`src/mtt_pkg.sv`:
```
/*
 * Constants for the touch tag look-up register bank: byte offsets,
 * field positions, widths and reset values.
 * Assumes a 32-bit APB register bus with byte addresses.
 */
package mtt_pkg;

	localparam int DATA_W   = 32;
	localparam int TAG_W    = 8;
	localparam int COORD_W  = 32;
	localparam int NUM_TAGS = 5;
	localparam int NUM_XY   = 3;
	localparam int ADDR_W   = 12;

	// Coordinate fields inside a look-up coordinate word
	localparam int COORD_X_MSB = 31;
	localparam int COORD_X_LSB = 16;
	localparam int COORD_Y_MSB = 15;
	localparam int COORD_Y_LSB = 0;

	// Register byte offsets
	localparam logic [ADDR_W-1:0] TOUCH1_LOOKUP_COORD_OFF = 12'h128;
	localparam logic [ADDR_W-1:0] TOUCH1_OBJECT_TAG_OFF   = 12'h12C;
	localparam logic [ADDR_W-1:0] TOUCH2_LOOKUP_COORD_OFF = 12'h130;
	localparam logic [ADDR_W-1:0] TOUCH2_OBJECT_TAG_OFF   = 12'h134;
	localparam logic [ADDR_W-1:0] TOUCH3_LOOKUP_COORD_OFF = 12'h138;
	localparam logic [ADDR_W-1:0] TOUCH3_OBJECT_TAG_OFF   = 12'h13C;
	localparam logic [ADDR_W-1:0] TOUCH4_OBJECT_TAG_OFF   = 12'h144;
	localparam logic [ADDR_W-1:0] TOUCH5_OBJECT_TAG_OFF   = 12'h14C;

	localparam logic [NUM_TAGS-1:0][ADDR_W-1:0] TAG_OFF = {
		TOUCH5_OBJECT_TAG_OFF, TOUCH4_OBJECT_TAG_OFF,
		TOUCH3_OBJECT_TAG_OFF, TOUCH2_OBJECT_TAG_OFF,
		TOUCH1_OBJECT_TAG_OFF};
	localparam logic [NUM_XY-1:0][ADDR_W-1:0] XY_OFF = {
		TOUCH3_LOOKUP_COORD_OFF, TOUCH2_LOOKUP_COORD_OFF,
		TOUCH1_LOOKUP_COORD_OFF};

	// Reset values; a zero tag means nothing is touched
	localparam logic [TAG_W-1:0]   TAG_RESET   = 8'h00;
	localparam logic [COORD_W-1:0] COORD_RESET = 32'h0000_0000;
	localparam logic [DATA_W-1:0]  RDATA_IDLE  = 32'h0000_0000;

endpackage : mtt_pkg

```
`src/mtt_snap_reg.sv`:
```
/*
 * One frame snapshot register: loads a value or zero on a frame-end
 * pulse and holds it otherwise.
 * Assumes load and its data come from logic on the same clock.
 */
`timescale 1ns/1ns
`default_nettype none

module mtt_snap_reg
	import mtt_pkg::*;
#(
	parameter int                W     = TAG_W,
	parameter logic [W-1:0]      RST_V = '0
)
(
	// Clock and reset
	input  wire logic         clk,
	input  wire logic         rst_n,
	// Snapshot control
	input  wire logic         load,
	input  wire logic         zero,
	input  wire logic [W-1:0] d,
	// Held value
	output logic      [W-1:0] q
);

	if (W < 1)
	begin : g_bad_w
		$error("W must be at least 1");
	end

	logic [W-1:0] valQ;
	logic [W-1:0] valD;

	always_comb
	begin
		valD = valQ;
		if (load)
			valD = zero ? '0 : d;
	end

	always_ff @(posedge clk)
	begin
		if (!rst_n)
			valQ <= RST_V;
		else
			valQ <= valD;
	end

	assign q = valQ;

endmodule : mtt_snap_reg
`default_nettype wire

```
`src/mtt_tag_regs.sv`:
```
/*
 * Touch tag look-up register bank: five object tag registers and three
 * look-up coordinate registers, refreshed once per frame, read over APB.
 * Assumes the touch engine and the scan-out logic run on clk and give
 * a one-cycle frame-end pulse.
 */
`timescale 1ns/1ns
`default_nettype none

// Operation
// (RQ1) Tags of touch points three to five sit in bits 7..0, upper bits zero.
// (RQ2) Every tag register is refreshed once per frame at frame end only.
// (RQ3) Tags reset to zero, zero meaning no touch, valid tags 1 to 255.
// (RQ4) Tags two to five carry values only in extended mode.
// (RQ5) A coordinate word holds X in bits 31..16 and Y in bits 15..0.
// (RQ6) Coordinate registers one to three belong to tags one to three.
// (RQ7) Coordinate registers reset to zero and are read-only.
// (RQ8) The first tag is an eight-bit read-only register in both modes.
// (RQ9) The second tag is an eight-bit read-only register, extended mode.
// (RQ10) Host writes to tag or coordinate registers change nothing.
module mtt_tag_regs
	import mtt_pkg::*;
#(
	parameter int PADDR_W = ADDR_W
)
(
	// Clock and reset
	input  wire logic                             clk,
	input  wire logic                             rst_n,
	// APB slave
	input  wire logic                             psel,
	input  wire logic                             penable,
	input  wire logic                             pwrite,
	input  wire logic [PADDR_W-1:0]               paddr,
	input  wire logic [DATA_W-1:0]                pwdata,
	output logic      [DATA_W-1:0]                prdata,
	output logic                                  pready,
	output logic                                  pslverr,
	// Touch engine results
	input  wire logic                             extendedMode,
	input  wire logic                             frameDone,
	input  wire logic [NUM_TAGS-1:0][TAG_W-1:0]   tagIn,
	input  wire logic [NUM_XY-1:0][COORD_W-1:0]   coordIn
);

	if (PADDR_W < ADDR_W || PADDR_W > DATA_W)
	begin : g_bad_addr_w
		$error("PADDR_W must lie between 12 and 32");
	end

	logic [NUM_TAGS-1:0][TAG_W-1:0]  tagQ;
	logic [NUM_XY-1:0][COORD_W-1:0]  coordQ;
	logic [DATA_W-1:0]               rdataQ;
	logic [DATA_W-1:0]               rdataD;
	logic                            errQ;
	logic                            errD;
	logic                            hit;
	logic [ADDR_W-1:0]               addr;
	logic                            setup;

	assign addr  = paddr[ADDR_W-1:0];
	assign setup = psel && !penable;

	// Frame-end snapshots; points two onward are zero outside extended mode
	genvar gi;
	generate
		for (gi = 0; gi < NUM_TAGS; gi++)
		begin : g_tag
			mtt_snap_reg #(
				.W     (TAG_W),
				.RST_V (TAG_RESET)   // see RQ3
			) u_tag (
				.clk   (clk),
				.rst_n (rst_n),
				.load  (frameDone),                  // see RQ2
				.zero  ((gi != 0) && !extendedMode), // see RQ4
				.d     (tagIn[gi]),                  // see RQ8 RQ9
				.q     (tagQ[gi])
			);
		end
		for (gi = 0; gi < NUM_XY; gi++)
		begin : g_xy
			mtt_snap_reg #(
				.W     (COORD_W),
				.RST_V (COORD_RESET) // see RQ7
			) u_xy (
				.clk   (clk),
				.rst_n (rst_n),
				.load  (frameDone),                  // see RQ6
				.zero  ((gi != 0) && !extendedMode), // see RQ4
				.d     (coordIn[gi]),
				.q     (coordQ[gi])
			);
		end
	endgenerate

	// Read mux, sampled in the setup phase; writes are accepted and dropped
	always_comb
	begin
		rdataD = rdataQ;
		errD   = errQ;
		hit    = 1'b0;
		if (setup)
		begin
			rdataD = RDATA_IDLE;
			for (int i = 0; i < NUM_TAGS; i++)
			begin
				if (addr == TAG_OFF[i])
				begin
					hit    = 1'b1;
					rdataD = {{(DATA_W-TAG_W){1'b0}}, tagQ[i]}; // see RQ1
				end
			end
			for (int i = 0; i < NUM_XY; i++)
			begin
				if (addr == XY_OFF[i])
				begin
					hit    = 1'b1;
					rdataD = coordQ[i]; // see RQ5
				end
			end
			if (pwrite)
				rdataD = RDATA_IDLE; // see RQ10
			if (PADDR_W > ADDR_W)
				hit = hit && (paddr >> ADDR_W) == '0;
			errD = !hit;
		end
	end

	always_ff @(posedge clk)
	begin
		if (!rst_n)
		begin
			rdataQ <= RDATA_IDLE;
			errQ   <= 1'b0;
		end
		else
		begin
			rdataQ <= rdataD;
			errQ   <= errD;
		end
	end

	assign pready  = 1'b1;
	assign prdata  = rdataQ;
	assign pslverr = errQ && psel && penable;
endmodule : mtt_tag_regs
`default_nettype wire

```
`config.mk`:
```
export PLATFORM = sky130hd
export DESIGN_NAME = mtt_tag_regs
export DESIGN_NICKNAME = d
export VERILOG_FILES = /design/src/mtt_pkg.sv /design/src/mtt_snap_reg.sv /design/src/mtt_tag_regs.sv
export SDC_FILE = /design/constraint.sdc
export NUM_CORES = 1
export LEC_CHECK = 0
export BUFFER_PORTS_ARGS = -buffer_cell sky130_fd_sc_hd__buf_4
export CAP_MARGIN = 20
export CORE_MARGIN = 10
export CORE_UTILIZATION = 45
export CTS_CLUSTER_SIZE = 25
export DETAILED_ROUTE_END_ITERATION = 8
export PLACE_DENSITY_LB_ADDON = 0.05
export SYNTH_ARGS = -nofsm -noshare
export SYNTH_HDL_FRONTEND = slang
export SYNTH_SLANG_ARGS = --single-unit
```
`constraint.sdc`:
```
create_clock -name clk -period 1.7 [get_ports clk]
set_clock_uncertainty 0.1 [all_clocks]
set_input_delay 0.17 -clock clk [delete_from_list [all_inputs] [get_ports clk]]
set_output_delay 0.17 -clock clk [all_outputs]
set_load 0.005 [all_outputs]
```
Yosys cells after proc, flatten, opt, wreduce, memory -nomap -nowiden
Index checks and enable logic that the tools add are counted.

word-level totals
  bits in registers = 169
  input bits = 187
  word-level logic and storage cells = 47

operators by class
  equality and inequality tests = 8
  reductions and logical operators = 5
  mux-type cells = 24

operators by type and width
  operator                                         count
  2-to-1 mux 32 bit                                9
  == test 12 x 9 -> 1 bit (second input constant)  8
  2-to-1 mux 8 bit                                 6
  2-to-1 mux 1 bit                                 9
  logical AND 1 bit                                3
  zero test 1 bit                                  2

Depth between registers and ports, before layout
Gate-level depths: netlist of the first run.

  depth after elaboration = 11
  gate-level depth with buffers = 8
  gate-level depth less buffers = 5

Modules after synthesis
From an unflattened synthesis of the first run, not the netlist that was laid out.

unflattened totals
  cell total of the unflattened synthesis = 910
  area, all modules = 7911.3 µm²

by module, submodules not included
  module                             sequential area each (µm²)  instances  area each (µm²)  cells each
  mtt_snap_reg (g_xy[0].u_xy ...)    640.6                       3          1275.0           142
  mtt_tag_regs                       660.6                       1          2434.8           309
  mtt_snap_reg (g_tag[0].u_tag ...)  160.2                       5          330.3            35

Worst setup path after synthesis of the first run
No wires, ideal clock.

  path type = input port to flip-flop
  start = input port paddr[11]
  end = register rdataQ[21], in the netlist prdata[21]
  data arrival time = 1.476 ns
  setup time = 0.070 ns
  required time = 1.530 ns
  slack = 0.054 ns
  stages = 7
  cell sequence = or4b_4 > nor2_1 > and4_1 > buf_6 > buf_6 > a22oi_2 > o21ai_2

on the way
  longest elaborated chain between the ends = 7

RTL lines
  item                            RTL line             source
  from (decl)                     mtt_tag_regs.sv:34   input wire logic [PADDR_W-1:0] paddr,
  == test 12 x 9 -> 1 bit         mtt_tag_regs.sv:108  if (addr == TAG_OFF[i])
  2-to-1 mux 32 bit (2 in a row)  mtt_tag_regs.sv:108
  2-to-1 mux 32 bit (2 in a row)  mtt_tag_regs.sv:116  if (addr == XY_OFF[i])
  2-to-1 mux 32 bit (*)           mtt_tag_regs.sv:116
  2-to-1 mux 32 bit (*)           mtt_tag_regs.sv:122  if (pwrite)
  to (signal assigned)            mtt_tag_regs.sv:139  rdataQ <= rdataD;
  to (decl)                       mtt_tag_regs.sv:53   logic [DATA_W-1:0] rdataQ;

Every way passes the cells marked *; elsewhere a longest branch is shown, timed or not.
A chain may end at the register's enable or synchronous reset.

Worst setup path after layout of the first run
  start = input port paddr[11]
  end = register rdataQ[7], in the netlist prdata[7]

on the way
  longest elaborated chain between the ends = 10

RTL lines
  item                            RTL line
  == test 12 x 9 -> 1 bit         mtt_tag_regs.sv:108
  2-to-1 mux 8 bit (2 in a row)   mtt_tag_regs.sv:108
  2-to-1 mux 32 bit (3 in a row)  mtt_tag_regs.sv:108
  2-to-1 mux 32 bit (2 in a row)  mtt_tag_regs.sv:116
  2-to-1 mux 32 bit (*)           mtt_tag_regs.sv:116
  2-to-1 mux 32 bit (*)           mtt_tag_regs.sv:122

Marked as above.

==> results of run 1 <==
cell type report:
class	count	area, um^2
inverter	7	26.3
multi-input combinational	611	4100
sequential	169	3380
clock inverter	12	161
tap	225	282
fill	1379	5580
clock buffer	20	447
timing repair buffer	360	3140
power groups by stage:
stage | combinational, mW | clock, mW | sequential, mW
global placement | 1.03 | 0 | 4.28
detailed placement | 1.04 | 0 | 4.28
finish | 1.30 | 4.08 | 4.19
floorplan | 0.552 | 0 | 4.25
global route | 1.41 | 4.30 | 4.21
CTS | 1.29 | 4.14 | 4.19
sequential cells by signal (all words and copies together) (netlist names):
name / flops
g_tag.u_tag.q: 40
g_xy.u_xy.q: 96
prdata: 32
errQ: 1
synth_stat cells, types with 2 or more instances:
cell type	number	area [um^2]
nand2b_1	3	18.8
a211oi_1	6	45.0
clkbuf_1	45	169
o21ai_2	9	78.8
inv_1	6	22.5
buf_6	2	22.5
a31oi_1	3	18.8
nor2_1	11	41.3
dfxtp_1	169	3380
o21ai_1	19	95.1
buf_2	10	50.1
nor2b_1	231	1450
mux2i_1	47	470
nand4_1	3	18.8
nand3_1	3	15.0
buf_4	3	22.5
buf_1	5	18.8
a21oi_1	115	576
o22ai_1	5	31.3
o21bai_1	5	37.5
or4b_4	2	27.5
mux2_2	24	270
o21ai_0	14	70.1
a22oi_1	11	82.6
nor3_1	12	60.1
a22oi_2	19	238
and2_1	5	31.3
and4_1	3	26.3
nand2_1	33	124
a311oi_1	5	43.8
routing by layer:
layer,wire length [um],vias up,share of wire
met1,10700,3281,0.44
met4,384,0,0.016
met5,0,-,0
li1,-,3556,-
met3,1430,27,0.058
met2,12100,178,0.49
cell families after synthesis:
family,after synthesis
other,1
AO/OA/AOI/OAI,219
multiplexers,71
AND/OR/NAND/NOR,320
flip-flops,169
buffers and inverters,73
worst max-delay path: stages:
cell and delay, ps:
buf_4 120, or4b_4 580, nor2_1 150, and4_2 330
buf_12 180, a211o_1 130, a31oi_1 40
path summary, 6_finish.rpt:
path | start | cells past startpoint | slack (ps) | end
max | paddr[11] | 7 | 210 | prdata[7]$_SDFFE_PN0P_
min | paddr[1] | 3 | 40 | errQ$_SDFFE_PN0P_
max reg2reg | g_tag[0].u_tag.q[3]$_SDFFE_PN0P_ | 4 | 400 | prdata[3]$_SDFFE_PN0P_
min reg2reg | prdata[12]$_SDFFE_PN0P_ | 2 | 350 | prdata[12]$_SDFFE_PN0P_
==> impl_metrics.env, run 1 <==
export IMPL_status="finished, final reports clean"
export IMPL_syn_area_um2=7790
export IMPL_overflow=0
export IMPL_internal_power_mw=7.25
export IMPL_detail_route_antenna_nets=0
export IMPL_syn_nets=1040
export IMPL_placed_cell_area_um2=9570
export IMPL_drt_iter0_drc=384
export IMPL_hold_viol_final=0
export IMPL_tightest_slew_ps=745
export IMPL_synth_top_family_by_area="simple AND/OR/NAND/NOR gates"
export IMPL_antenna_found_initial=0
export IMPL_start_util=0.455
export IMPL_ios=221
export IMPL_crit_type="in2reg"
export IMPL_peakVddDrop_uv=680
export IMPL_cts_tree="yes"
export IMPL_grt_util_met1=0.260
export IMPL_fin_ws_ps=211
export IMPL_cap_violations=0
export IMPL_clkSinkCount=169
export IMPL_antenna_cells=0
export IMPL_arrival_ps=1700
export IMPL_fp_coreArea_um2=17100
export IMPL_power_leakage_nw=4.63
export IMPL_die_y_um=152
export IMPL_dp_slack_ps=-216
export IMPL_area_growth_pct=48.0
export IMPL_clock_fmax_mhz=672
export IMPL_pwr_share_comb=0.136
export IMPL_synth_simple_area_share=0.251
export IMPL_final_nets=1353
export IMPL_ys_flop_type="dfxtp_1"
export IMPL_ctsResizeCount=0
export IMPL_finalCoreUtilization=0.674
export IMPL_power_density_nw_per_um2=829
export IMPL_holdWs_ps=37.2
export IMPL_max_slew_margin=0.503
export IMPL_yosys_area_share_adder=0
export IMPL_mostFrequentLayoutCells="231 x nor2b_1, 216 x buf_4, 169 x dfxtp_1"
export IMPL_met3_usage=0.0570
export IMPL_dp_cells=1236
export IMPL_ys_ff_latch=169
export IMPL_final_area_um2=11500
export IMPL_drt_drc_violations_left=0
export IMPL_numCtsBuffers=17
export IMPL_cts_setup_buffers=0
export IMPL_net_switching_power_mw=2.32
export IMPL_synth_compound_area_frac=0.178
export IMPL_setup_violations=0
export IMPL_viasPerCell=5.02
export IMPL_synthArstFlopShare=0
export IMPL_grt_max_degree=137
export IMPL_rsz0062_at_grt="no"
export IMPL_num_vias=7042
export IMPL_wire_per_inst_um=17.5
export IMPL_use_met2=0.351
export IMPL_crit_fanout=15
export IMPL_clk_latency_ps=430
export IMPL_port_buffers=187
export IMPL_final_cell_count_no_fill=1404
export IMPL_synth_seq_area_share=0.434
export IMPL_finalWeightedCongestion=0.892
export IMPL_clk_pin_slew_ps=60
export IMPL_dieWidth_um=152
export IMPL_wl_um=24600
export IMPL_seqPwrFrac=0.438
export IMPL_timing_final_crit_share=0.876
export IMPL_finalPower_mw=9.57
export IMPL_layout_drive_gt1_share=0.271
export IMPL_synth_xor_area_share=0
export IMPL_power_share_clock=0.426
export IMPL_ys_types=55
export IMPL_clockBufferDepth=2
export IMPL_tns_ps=0
export IMPL_finalMaxSlewViolations=0
export IMPL_synthCells=853
export IMPL_drtPass1Iterations=5
export IMPL_required_ps=1910
export IMPL_rows=48
export IMPL_timing_critical_path_from_type="input pin"
export IMPL_final_common_cell="nor2b_1"
export IMPL_synth_warnings=0
export IMPL_grt_pass1_wl_um=38300
export IMPL_root_buffer="clkbuf_16"
export IMPL_grtUsageTotal=0.210
export IMPL_ctsHoldBuffers=136
export IMPL_dpl_hpwl_um=16000
export IMPL_globalRoute_busiestLayer="met2"
export IMPL_grt_pass1_vias=7219
export IMPL_hp_class="in2reg"
export IMPL_final_min_clock_period_ps=1490
export IMPL_synth_area_mux_share=0.0950
export IMPL_end_kind="flip-flop"
export IMPL_dieArea_um2=23000
export IMPL_swShare=0.243
export IMPL_synth_avg_cell_area_um2=9.14
export IMPL_htree_levels=4
export IMPL_synth_edf_count=0
Note: power is estimated with default switching activity, not from simulation.
==> run 2, diff against run 1 <==
==> constraint.sdc (replaced) <==
create_clock -name clk -period 1.8 [get_ports clk]
set_clock_uncertainty 0.1 [all_clocks]
set_input_delay 0.18 -clock clk [delete_from_list [all_inputs] [get_ports clk]]
set_output_delay 0.18 -clock clk [all_outputs]
set_load 0.005 [all_outputs]
==> run 2 against run 1 <==
Compared with the run above:
- wire length down 0.81%
- global-route usage about the same
- first-iteration DRC count down 24%
- combinational power down 5%
- largest cell class unchanged
- setup slack better by 60 ps
- design area down 0.15%
==> impl_metrics.env, run 2 (synthesized netlist as in run 1, its figures left out) <==
export IMPL_status="finished, final reports clean"
export IMPL_dp_slack_ps=-160
export IMPL_rows=48
export IMPL_clk_latency_ps=420
export IMPL_rsz0062_at_grt="no"
export IMPL_num_vias=7077
export IMPL_drt_drc_violations_left=0
export IMPL_dieArea_um2=23000
export IMPL_hold_viol_final=0
export IMPL_cts_setup_buffers=0
export IMPL_dpl_hpwl_um=16100
export IMPL_crit_path_frequent_cell="buf_4"
export IMPL_required_ps=2000
export IMPL_largest_reg_flops=96
export IMPL_clockBufferDepth=2
export IMPL_max_slew_margin=0.505
export IMPL_end_kind="flip-flop"
export IMPL_tns_ps=0
export IMPL_holdWs_ps=50.6
export IMPL_r2r_end="prdata[4]$_SDFFE_PN0P_"
export IMPL_detail_route_antenna_nets=0
export IMPL_crit_fanout=5
export IMPL_r2r_setup_slack_ps=470
export IMPL_clkSinkCount=169
export IMPL_wire_per_inst_um=17.3
export IMPL_timing_final_crit_share=0.849
export IMPL_hp_start="paddr[1]"
export IMPL_final_min_clock_period_ps=1530
export IMPL_final_nets=1356
export IMPL_start_util=0.455
export IMPL_overflow=0
export IMPL_tightest_slew_ps=742
export IMPL_antenna_found_initial=2
export IMPL_numCtsBuffers=17
export IMPL_min_path_cells=3
export IMPL_path_cells="buf_4 > or4b_4 > nor2_1 > and4_2 > buf_4 > a211o_1 > a31oi_1"
export IMPL_path_buf_inv=2
export IMPL_crit_slowest_cell="or4b_4"
export IMPL_dieWidth_um=152
export IMPL_r2r_cells=4
export IMPL_ios=221
export IMPL_power_leakage_nw=4.64
export IMPL_wl_um=24400
export IMPL_mostFrequentLayoutCells="231 x nor2b_1, 219 x buf_4, 169 x dfxtp_1"
export IMPL_ctsHoldBuffers=136
export IMPL_layout_drive_gt1_share=0.274
export IMPL_placed_cell_area_um2=9590
export IMPL_reg2reg_from="g_tag[0].u_tag.q[4]$_SDFFE_PN0P_"
export IMPL_viasPerCell=5.02
export IMPL_clk_pin_slew_ps=70
export IMPL_timing_critical_path_from_type="input pin"
export IMPL_power_density_nw_per_um2=755
export IMPL_cts_tree="yes"
export IMPL_area_growth_pct=47.8
export IMPL_final_common_cell="nor2b_1"
export IMPL_finalCoreUtilization=0.673
export IMPL_cap_violations=0
export IMPL_arrival_ps=1730
export IMPL_htree_levels=4
export IMPL_root_buffer="clkbuf_16"
export IMPL_final_area_um2=11500
export IMPL_ctsResizeCount=0
export IMPL_drtPass1Iterations=5
export IMPL_crit_type="in2reg"
export IMPL_die_y_um=152
export IMPL_peakVddDrop_uv=642
export IMPL_cpLargestDelayFamily="simple AND/OR/NAND/NOR gates"
export IMPL_max_stage_delay_ps=570
export IMPL_grt_pass1_vias=7230
export IMPL_fp_coreArea_um2=17100
export IMPL_whs_endpoint="errQ$_SDFFE_PN0P_"
export IMPL_clock_fmax_mhz=654
export IMPL_finalWeightedCongestion=0.908
export IMPL_grt_max_degree=137
export IMPL_finalMaxSlewViolations=0
export IMPL_drt_iter0_drc=291
export IMPL_port_buffers=187
export IMPL_setup_violations=0
export IMPL_grtUsageTotal=0.209
export IMPL_fin_ws_ps=272
export IMPL_fill_cells=1416
export IMPL_hp_class="in2reg"
export IMPL_grt_pass1_wl_um=38200
export IMPL_critPathLaunch="paddr[11]"
[run 2: tightest hold or removal path, stage by stage]
cell and delay (ps):
buf_4 100, nor2_1 50, a41oi_1 190
[run 2: area by class of cell]
| cell class | instances | area [um^2] | share of cell area |
|---|---|---|---|
| multi-input cells | 611 | 4100 | 0.356 |
| flip-flops and latches | 169 | 3380 | 0.294 |
| repair buffers | 363 | 3170 | 0.275 |
| clock buffers | 20 | 457 | 0.0396 |
| well taps | 225 | 282 | 0.0244 |
| clock inverters | 12 | 106 | 0.00923 |
| inverters | 7 | 26.3 | 0.00228 |
| diodes | 2 | 5.00 | 0.000434 |
[run 2: how the worst max path moves through the flow]
| stage | cells past startpoint | end |
|---|---|---|
| 4_1_cts | 7 | prdata[25]$_SDFFE_PN0P_ |
| 3_5_place_dp | 7 | prdata[25]$_SDFFE_PN0P_ |
| 5_1_grt | 6 | prdata[3]$_SDFFE_PN0P_ |
| 6_report | 7 | prdata[7]$_SDFFE_PN0P_ |
| 2_1_floorplan | 7 | prdata[21]$_SDFFE_PN0P_ |
| 3_3_place_gp | 7 | prdata[7]$_SDFFE_PN0P_ |
[run 2: power breakdown]
group,switching (mW),internal (mW),total [mW]
combinational,0.512,0.722,1.23
clock,1.62,1.89,3.51
sequential,0.0756,3.88,3.96
total,2.21,6.49,8.70
[run 2: through the flow]
step	power, mW	std cells
floorplan	4.54	853
global placement	5.01	1239
detailed placement	5.02	1239
CTS	8.77	1407
global route	9.05	1409
finish	8.70	1409
[run 2: routing by layer]
| metal | wire [um] | track usage | up-vias |
|---|---|---|---|
| li1 | - | - | 3564 |
| met1 | 10600 | 0.262 | 3296 |
| met2 | 11800 | 0.342 | 190 |
| met3 | 1560 | 0.0585 | 27 |
| met4 | 446 | 0.0648 | 0 |
| met5 | 0 | 0 | - |
==> run 3, diff against run 2 <==
==> constraint.sdc (replaced) <==
create_clock -name clk -period 1.4 [get_ports clk]
set_clock_uncertainty 0.1 [all_clocks]
set_input_delay 0.14 -clock clk [delete_from_list [all_inputs] [get_ports clk]]
set_output_delay 0.14 -clock clk [all_outputs]
set_load 0.005 [all_outputs]
==> run 3 against run 2 <==
Compared with the run above:
- design area rose by 2.9%
- die area did not move
- combinational power rose by 35%
- worst hold slack improved by 43 ps
- core utilization rose by 2.0 points
- global-route usage rose by 0.69 points
- setup slack got worse by 250 ps
- first-iteration DRC count rose by 27%
- final cell count rose by 2.0%
- sequential share of layout area fell by 0.83 points
- non-clock buffer count rose by 26
- clock power rose by 30%
- critical path type unchanged
- largest power group unchanged
==> impl_metrics.env, run 3 (synthesized netlist as in run 1, its figures left out) <==
export IMPL_status="finished, final reports clean"
export IMPL_detail_route_antenna_nets=0
export IMPL_required_ps=1610
export IMPL_layout_drive_gt1_share=0.292
export IMPL_finalMaxSlewViolations=0
export IMPL_crit_slowest_cell="or4b_4"
export IMPL_rsz0062_at_grt="yes"
export IMPL_wire_per_inst_um=17.3
export IMPL_placed_cell_area_um2=9830
export IMPL_crit_type="in2reg"
export IMPL_cts_tree="yes"
export IMPL_power_density_nw_per_um2=955
export IMPL_clk_pin_slew_ps=60
export IMPL_rows=48
export IMPL_power_leakage_nw=4.79
export IMPL_cap_violations=0
export IMPL_timing_critical_path_from_type="input pin"
export IMPL_fp_coreArea_um2=17100
export IMPL_setup_violations=0
export IMPL_multiInputGateArea_um2=4130
export IMPL_drtPass1Iterations=5
export IMPL_ios=221
export IMPL_finalWeightedCongestion=0.925
export IMPL_start_util=0.455
export IMPL_final_area_um2=11900
export IMPL_largest_reg_flops=96
export IMPL_holdWs_ps=93.5
export IMPL_crit_fanout=4
export IMPL_antenna_found_initial=4
export IMPL_dp_slack_ps=-498
export IMPL_mostFrequentLayoutCells="236 x buf_4, 231 x nor2b_1, 168 x dfxtp_1"
export IMPL_grt_pass1_vias=7322
export IMPL_clockBufferDepth=2
export IMPL_final_common_cell="buf_4"
export IMPL_htree_levels=4
export IMPL_dieArea_um2=23000
export IMPL_grt_pass1_wl_um=39500
export IMPL_finalCoreUtilization=0.693
export IMPL_arrival_ps=1590
export IMPL_fin_ws_ps=21.2
export IMPL_final_min_clock_period_ps=1380
export IMPL_final_nets=1382
export IMPL_overflow=0
export IMPL_hold_viol_final=0
export IMPL_fill_cells=1381
export IMPL_clk_latency_ps=430
export IMPL_clock_fmax_mhz=725
export IMPL_path_cells="buf_4 > or4b_4 > nor4_2 > buf_4 > nand2_1 > o21ai_1 > o21ai_1"
export IMPL_root_buffer="clkbuf_16"
export IMPL_hp_class="in2reg"
export IMPL_seq_area_um2=3380
export IMPL_clkSinkCount=169
export IMPL_grt_max_degree=52
export IMPL_numCtsBuffers=17
export IMPL_finalPower_mw=11.3
export IMPL_end_kind="flip-flop"
export IMPL_wl_um=24900
export IMPL_area_growth_pct=52.1
export IMPL_dieWidth_um=152
export IMPL_peakVddDrop_uv=821
export IMPL_port_buffers=187
export IMPL_drt_drc_violations_left=0
export IMPL_num_vias=7223
export IMPL_max_stage_delay_ps=590
export IMPL_drt_iter0_drc=369
export IMPL_die_y_um=152
export IMPL_timing_final_crit_share=0.985
export IMPL_grtUsageTotal=0.216
export IMPL_dpl_hpwl_um=16700
export IMPL_viasPerCell=5.03
run 3: cell types whose count changed in the layout (fill, tap and decap cells not counted), sizes merged:
cell | previous run | this run
dlygate4sd3 | 136 | 137
inv | 14 | 8
buf | 227 | 251
clkbuf | 20 | 24
bufinv | 0 | 1
diode | 2 | 4
clkinv | 3 | 5
run 3: what timing repair did:
item,CTS,global route
buffers inserted,0,2
hold endpoints to repair,136,1
cloned,0,1
pin swaps,0,5
hold buffers,137,1
setup endpoints to repair,13,9
gates resized for setup,2,7
run 3: critical path: cells and delay by family:
family | cells | cell delay [ps]
AND/OR/NAND/NOR | 3 | 930
AO/OA/AOI/OAI | 2 | 210
buffers and inverters | 2 | 300
run 3: stage by stage:
step	cells	setup TNS, ps
finish	1437	0
global route	1437	-45.0
CTS	1430	0
detailed placement	1261	-14140
global placement	1261	-13250
floorplan	853	-5350
run 3: area by class of cell:
type | count | share of cell area
Antenna cell | 4 | 0.000844
Clock buffer | 23 | 0.0403
Sequential cell | 169 | 0.285
Clock inverter | 9 | 0.00760
Multi-Input combinational cell | 611 | 0.348
Inverter | 7 | 0.00222
Tap cell | 225 | 0.0237
Timing Repair Buffer | 389 | 0.292
run 3: power by group:
| part | switching, mW | internal (mW) | total [mW] |
|---|---|---|---|
| Sequential | 0.101 | 4.99 | 5.09 |
| Clock | 1.97 | 2.60 | 4.57 |
| Combinational | 0.674 | 0.991 | 1.66 |
run 3: worst paths after layout:
kind                                    startpoint                 endpoint  slack [ps]  cells past startpoint
hold reg to reg            prdata[13]$_SDFFE_PN0P_  prdata[13]$_SDFFE_PN0P_         350                      2
hold / removal                            paddr[0]        errQ$_SDFFE_PN0P_          90                      4
setup / recovery                         paddr[11]   prdata[5]$_SDFFE_PN0P_          20                      7
setup reg to reg  g_tag[0].u_tag.q[1]$_SDFFE_PN0P_   prdata[1]$_SDFFE_PN0P_         110                      5
run 3: layer usage:
metal / vias up / track usage / share of wire
met5: - / 0 / 0
li1: 3624 / - / -
met3: 28 / 0.0564 / 0.064
met2: 186 / 0.354 / 0.49
met1: 3385 / 0.274 / 0.43
met4: 0 / 0.0624 / 0.016
